**src/core/jtp_map.svh**
```systemverilog
// Constants for the boundary-scan test port pin logic
`ifndef JTP_MAP_SVH
`define JTP_MAP_SVH

// Instruction register width and its reset value
`define JTP_IR_WIDTH 4
`define JTP_IR_RESET 4'h1

// Pattern loaded into the instruction shifter in the capture state
`define JTP_IR_CAPTURE 4'h1

// Bypass stage value loaded in the data capture state
`define JTP_BYPASS_CAPTURE 1'h0

// Stages of the pin synchroniser
`define JTP_SYNC_STAGES 2

// Reset values of the serial output and its enable
`define JTP_TDO_RESET 1'h0
`define JTP_TDO_OE_RESET 1'h0

`endif

```
**src/core/jtp_pkg.sv**
```systemverilog
// Types shared by the boundary-scan test port pin logic
`default_nettype none
package jtp_pkg;

   // Pins driven by the external tester; *_drv is high while driven
   typedef struct packed {
      logic tck;
      logic tms;
      logic tms_drv;
      logic tdi;
      logic tdi_drv;
      logic trst_n;
   } jtp_pins_type;

   // Serial output pin: data and output enable
   typedef struct packed {
      logic data;
      logic oe;
   } jtp_tdo_type;

   // Controller states, sixteen in all
   typedef enum logic [3:0] {
      JTP_TLR        = 4'h0,
      JTP_RTI        = 4'h1,
      JTP_SEL_DR     = 4'h2,
      JTP_CAPTURE_DR = 4'h3,
      JTP_SHIFT_DR   = 4'h4,
      JTP_EXIT1_DR   = 4'h5,
      JTP_PAUSE_DR   = 4'h6,
      JTP_EXIT2_DR   = 4'h7,
      JTP_UPDATE_DR  = 4'h8,
      JTP_SEL_IR     = 4'h9,
      JTP_CAPTURE_IR = 4'ha,
      JTP_SHIFT_IR   = 4'hb,
      JTP_EXIT1_IR   = 4'hc,
      JTP_PAUSE_IR   = 4'hd,
      JTP_EXIT2_IR   = 4'he,
      JTP_UPDATE_IR  = 4'hf
   } jtp_state_type;

endpackage : jtp_pkg
`default_nettype wire

```
**src/core/jtp_tap.sv**
```systemverilog
// Boundary-scan test access port: pin sampling, controller, serial path
//
// Summary of operation
// - Mode select is taken on every rising test-clock edge to steer the port.
// - Serial data input is taken on rising test-clock edges only in the two shift states.
// - Serial data output changes only on falling test-clock edges and on test reset.
// - Output stays high impedance except while a scan path is shifting.
// - Test reset low resets the port with no test-clock edge needed.
// - Undriven mode select and data inputs read as one (pull-ups).
`include "jtp_map.svh"
`default_nettype none
module jtp_tap
   import jtp_pkg::*;
#(
   parameter int IR_W = `JTP_IR_WIDTH
) (
   input wire logic clk_i,
   input wire logic rst_i,
   input wire jtp_pins_type pins_i,
   output jtp_tdo_type tdo_o,
   output jtp_state_type state_o,
   output logic [IR_W-1:0] ir_o,
   output logic tlr_o
);

   // Next controller state for a given mode select level
   function automatic jtp_state_type tap_next(input jtp_state_type s,
                                              input logic m);
      unique case (s)
         JTP_TLR:        tap_next = m ? JTP_TLR : JTP_RTI;
         JTP_RTI:        tap_next = m ? JTP_SEL_DR : JTP_RTI;
         JTP_SEL_DR:     tap_next = m ? JTP_SEL_IR : JTP_CAPTURE_DR;
         JTP_CAPTURE_DR: tap_next = m ? JTP_EXIT1_DR : JTP_SHIFT_DR;
         JTP_SHIFT_DR:   tap_next = m ? JTP_EXIT1_DR : JTP_SHIFT_DR;
         JTP_EXIT1_DR:   tap_next = m ? JTP_UPDATE_DR : JTP_PAUSE_DR;
         JTP_PAUSE_DR:   tap_next = m ? JTP_EXIT2_DR : JTP_PAUSE_DR;
         JTP_EXIT2_DR:   tap_next = m ? JTP_UPDATE_DR : JTP_SHIFT_DR;
         JTP_UPDATE_DR:  tap_next = m ? JTP_SEL_DR : JTP_RTI;
         JTP_SEL_IR:     tap_next = m ? JTP_TLR : JTP_CAPTURE_IR;
         JTP_CAPTURE_IR: tap_next = m ? JTP_EXIT1_IR : JTP_SHIFT_IR;
         JTP_SHIFT_IR:   tap_next = m ? JTP_EXIT1_IR : JTP_SHIFT_IR;
         JTP_EXIT1_IR:   tap_next = m ? JTP_UPDATE_IR : JTP_PAUSE_IR;
         JTP_PAUSE_IR:   tap_next = m ? JTP_EXIT2_IR : JTP_PAUSE_IR;
         JTP_EXIT2_IR:   tap_next = m ? JTP_UPDATE_IR : JTP_SHIFT_IR;
         JTP_UPDATE_IR:  tap_next = m ? JTP_SEL_DR : JTP_RTI;
      endcase
   endfunction : tap_next

   jtp_pins_type pins_meta_r;
   jtp_pins_type pins_sync_r;
   logic tck_prev_r;
   logic tck_rise;
   logic tck_fall;
   logic tms_eff;
   logic tdi_eff;
   logic trst_low;
   logic shifting;
   logic serial_out;
   jtp_state_type state_r;
   logic [IR_W-1:0] ir_sh_r;
   logic [IR_W-1:0] ir_r;
   logic bypass_r;
   jtp_tdo_type tdo_r;

   // Two-stage synchroniser: the tester's pins are asynchronous to clk_i
   always_ff @(posedge clk_i) begin
      if (rst_i) begin
         pins_meta_r <= '0;
         pins_sync_r <= '0;
      end else begin
         pins_meta_r <= pins_i;
         pins_sync_r <= pins_meta_r;
      end
   end

   // Previous test-clock level for edge detection
   always_ff @(posedge clk_i) begin
      if (rst_i) begin
         tck_prev_r <= 1'h0;
      end else begin
         tck_prev_r <= pins_sync_r.tck;
      end
   end

   // Edge strobes, effective pin levels and the shifting condition
   assign tck_rise = pins_sync_r.tck & ~tck_prev_r;
   assign tck_fall = ~pins_sync_r.tck & tck_prev_r;
   assign tms_eff = pins_sync_r.tms_drv ? pins_sync_r.tms : 1'h1;
   assign tdi_eff = pins_sync_r.tdi_drv ? pins_sync_r.tdi : 1'h1;
   assign trst_low = ~pins_sync_r.trst_n;
   assign shifting = (state_r == JTP_SHIFT_DR) || (state_r == JTP_SHIFT_IR);
   assign serial_out = (state_r == JTP_SHIFT_IR) ? ir_sh_r[0] : bypass_r;

   // Controller; test reset acts on clk_i alone, no test-clock edge needed
   always_ff @(posedge clk_i) begin
      if (rst_i) begin
         state_r <= JTP_TLR;
      end else if (trst_low) begin
         state_r <= JTP_TLR;
      end else if (tck_rise) begin
         state_r <= tap_next(state_r, tms_eff);
      end
   end

   // Instruction shifter: capture, shift from the data input, update
   always_ff @(posedge clk_i) begin
      if (rst_i || trst_low) begin
         ir_sh_r <= IR_W'(`JTP_IR_RESET);
         ir_r <= IR_W'(`JTP_IR_RESET);
      end else if (tck_rise) begin
         unique case (state_r)
            JTP_TLR: begin
               ir_r <= IR_W'(`JTP_IR_RESET);
            end
            JTP_CAPTURE_IR: begin
               ir_sh_r <= IR_W'(`JTP_IR_CAPTURE);
            end
            JTP_SHIFT_IR: begin
               ir_sh_r <= {tdi_eff, ir_sh_r[IR_W-1:1]};
            end
            JTP_UPDATE_IR: begin
               ir_r <= ir_sh_r;
            end
            default: begin
               ir_sh_r <= ir_sh_r;
            end
         endcase
      end
   end

   // Bypass stage is the only data path; instructions are not decoded here
   always_ff @(posedge clk_i) begin
      if (rst_i || trst_low) begin
         bypass_r <= `JTP_BYPASS_CAPTURE;
      end else if (tck_rise && state_r == JTP_CAPTURE_DR) begin
         bypass_r <= `JTP_BYPASS_CAPTURE;
      end else if (tck_rise && state_r == JTP_SHIFT_DR) begin
         bypass_r <= tdi_eff;
      end
   end

   // Output launched on the falling edge so the tester samples a settled
   // bit on the next rising edge; enable only while shifting
   always_ff @(posedge clk_i) begin
      if (rst_i || trst_low) begin
         tdo_r.data <= `JTP_TDO_RESET;
         tdo_r.oe <= `JTP_TDO_OE_RESET;
      end else if (tck_fall) begin
         tdo_r.data <= shifting ? serial_out : tdo_r.data;
         tdo_r.oe <= shifting;
      end
   end

   // Outputs straight from flip-flops
   assign tdo_o = tdo_r;
   assign state_o = state_r;
   assign ir_o = ir_r;

   // Test-logic-reset level for the rest of the chip
   always_ff @(posedge clk_i) begin
      if (rst_i) begin
         tlr_o <= 1'h1;
      end else begin
         tlr_o <= (state_r == JTP_TLR);
      end
   end
endmodule : jtp_tap
`default_nettype wire

```
**config.mk**
```make
export PLATFORM = sky130hd
export DESIGN_NAME = jtp_tap
export DESIGN_NICKNAME = d
export VERILOG_FILES = /design/src/core/jtp_pkg.sv /design/src/core/jtp_tap.sv
export VERILOG_INCLUDE_DIRS = /design/src /design/src/core
export SDC_FILE = /design/constraint.sdc
export NUM_CORES = 1
export LEC_CHECK = 0
export BUFFER_PORTS_ARGS = -buffer_cell sky130_fd_sc_hd__buf_4
export CORE_MARGIN = 8
export CORE_UTILIZATION = 45
export CTS_CLUSTER_SIZE = 28
export DETAILED_ROUTE_END_ITERATION = 7
export MAX_ROUTING_LAYER = met4
export PLACE_DENSITY = 0.68
export SYNTH_ARGS = -nofsm -noshare
export SYNTH_HDL_FRONTEND = slang
export SYNTH_SLANG_ARGS = --single-unit
```
**constraint.sdc**
```tcl
create_clock -name clk_i -period 1.3 [get_ports clk_i]
set_input_delay 0.13 -clock clk_i [delete_from_list [all_inputs] [get_ports clk_i]]
set_output_delay 0.13 -clock clk_i [all_outputs]
set_load 0.01 [all_outputs]
```
==> out/summary.txt <==
Placed cell area = 1580 um2
Setup WS post-layout = -0.0649 ns
Max clock buf depth = 2
Starting Density = 47.8%
Synth area leaders = dfxtp_1, nor2b_1, buf_6
Die width = 70.4 um
CTS tree = yes
Top cell type's share of synthesized area = 43.7%
Nets@finish = 197
Unrepaired setup endpoints after global routing = yes
CTS Buf Count = 5
Main synth FF type = dfxtp_1
CP Capture Type = register
Fin crit period = 1.36 ns
CTS H-tree lvls = 2
Tot GR Track Use = 13.2%
Fin Hold WS = 0.132 ns
Routed Antenna Nets = 0
Share of layout cells above drive strength 1 = 45.8%
Setup TNS = -0.0920 ns
Worst-Skew Late Latency = 0.34 ns
DR DRC count = 0
Vias in the first global route = 1125
Async set-reset flop share out of synthesis = 0%
Hold violation count in the final report = 0
Met3 usage = 5.93%
GRT Max-Usage Layer = met2
I/O pin count = 19
Top post-synthesis cells by count = dfxtp_1, nor2b_1, nor2_1, nand2b_1
Initial DRC count = 80
CTS root buf = clkbuf_4
Initial antenna violation count = 0
Worst Hold Class = input pin to register
Fmax = 733 MHz
Dpl hpwl = 2040 um
Crit Path Max Fanout = 9
Core Box Area = 2780 um2
Die H = 70.4 um
CTS Sinks = 29
Startpoint Class = register
Fin crit share = 105%
Vias post-DR = 1197
Post-Route WL = 3500 um
Antenna diodes = 0
Count leader, synth = dfxtp_1
Post-synthesis cell count = 140
Synth cell types = 43
Post-DR vias/cell = 5.42
Die area = 4950 um2
Core Rows = 19
Max-cap viol count = 0
LEAKAGE = 0.761 nW
Mean routed wirelength per cell = 15.9 um
Met1 Use GR = 14.3%
First-pass GRT wire length = 5150 um
Synth area leader = dfxtp_1
Met2 layer usage reported by global route = 20.6%
Status = finished with violations
#FFs+latches synth = 29
Tightest Pin Transition = 0.343 ns
Max transition margin = 76.5%
Mean Syn Cell Area = 9.50 um2
Mapped Area = 1330 um2
Syn_nets = 148
Post-synthesis sequential area ratio = 43.7%
Worst Path Required = 1.53 ns
Post-synth EDFFs = 0
Reg2reg setup slack = -0.06 ns
Share of the core filled with cells = 69.6%
Count of final setup violators = 3
Failing checks = setup timing
Gp weighted congestion = 0.851
Layout overhead on the synthesized area = 45.5%
Setup CP Type = register to register
Critical Path AT = 1.60 ns
Reg clk slew, reported paths = 0.11 ns
Buffers added on ports = 18
Slew Limit Fails = 0
Power density cells = 940 nW/um2
Final instance area = 1940 um2
Gr ovfl total = 0
Worst Skew = 0.0126 ns
Peak supply drop = 1.16 mV
Detailed Routing Iterations Pass 1 = 4
Yosys warnings = 0
Largest net degree at the start of global routing = 16
kinds of logic after synthesis:
| family | count (synthesis) | synth area share, % |
|---|---|---|
| AOI/OAI and AO/OA | 31 | 16.7 |
| xor gates and xnor gates | 1 | 0.659 |
| buffers and inverters | 13 | 7.43 |
| DFF | 29 | 43.7 |
| muxes | 3 | 2.35 |
| and+or+nand+nor | 63 | 29.2 |
power by group:
group | switching (W) | internal [W] | leakage (nW)
sequential | 0.00000639 | 0.000898 | 0.241
clock | 0.000349 | 0.000457 | 0.0445
combinational | 0.0000458 | 0.0000627 | 0.476
total | 0.000401 | 0.00142 | 0.761
layout make-up:
| cell class | instances | area [um2] |
|---|---|---|
| Clock buffer | 6 | 51.3 |
| Clock inverter | 2 | 37.5 |
| Fill cell | 199 | 846 |
| Multi-Input combinational cell | 98 | 748 |
| Sequential cell | 29 | 599 |
| Tap cell | 31 | 38.8 |
| Timing Repair Buffer | 55 | 460 |
layer usage:
layer / vias up / share of wire, %
met4: 0 / 2.0
met2: 38 / 50
met3: 9 / 5.4
met1: 560 / 42
li1: 590 / -
met5: - / 0
final timing paths:
kind	to	depth (start not counted)	startpoint
worst min-delay path	pins_sync_r[3]	3	rst_i
worst min register to register	pins_sync_r[5]	1	pins_meta_r[5]
worst max register to register	state_o[0]	4	state_o[1]
worst max-delay path	state_o[0]	4	state_o[1]
layout by cell type (no fill, tap or decap), types with 2 or more instances in the layout:
cell           instances
and2_1                 2
buf_4                 42
a21oi_2                2
nor2b_1               16
nand3_1                3
dlygate4sd3_1          6
clkbuf_4               5
nor3b_1                2
nand2_1                3
nor3_1                 2
o21ai_0                3
a32oi_1                2
a22oi_1                3
mux2i_1                2
o211ai_1               2
a31oi_1                2
dfxtp_2                3
dfxtp_4                4
o21ai_2                2
a21oi_1                3
o21ai_1                3
nor2_2                 3
and2b_1                2
nand3_2                2
nor2_1                 9
dfxtp_1               22
nand2b_1               4
or3_1                  2
buf_6                  4
critical path, cell delays in order (launching register included):
cell	delay, ns
dfxtp_4	0.40
buf_6	0.15
a211oi_2	0.29
a2111oi_4	0.09
o41ai_2	0.32
per-stage QoR:
step / setup WS, ns / total power (W) / std cells
finish: -0.0649 / 0.00182 / 221
CTS: 0.00985 / 0.00181 / 213
floorplan: 0.00532 / 0.000977 / 140
detailed placement: -0.0353 / 0.00101 / 198
global route: -0.0989 / 0.00189 / 221
global placement: -0.0166 / 0.00101 / 198
flip-flops by register name, summed over array words and instances (netlist names):
name,flops
state_o,4
pins_sync_r,6
ir_o,4
pins_meta_r,6
bypass_r,1
ir_sh_r,4
tdo_o,2
tlr_o,1
tck_prev_r,1
what timing repair did:
| item | CTS | global route |
|---|---|---|
| hold endpoints to repair | 5 | 1 |
| buffers inserted | 2 | 6 |
| cloned | 0 | 1 |
| endpoints found under the setup margin | 9 | 11 |
| gates resized for setup | 10 | 29 |
| pin swaps | 1 | 9 |
| hold buffers | 5 | 1 |
Power figures use the tool's default switching activity.
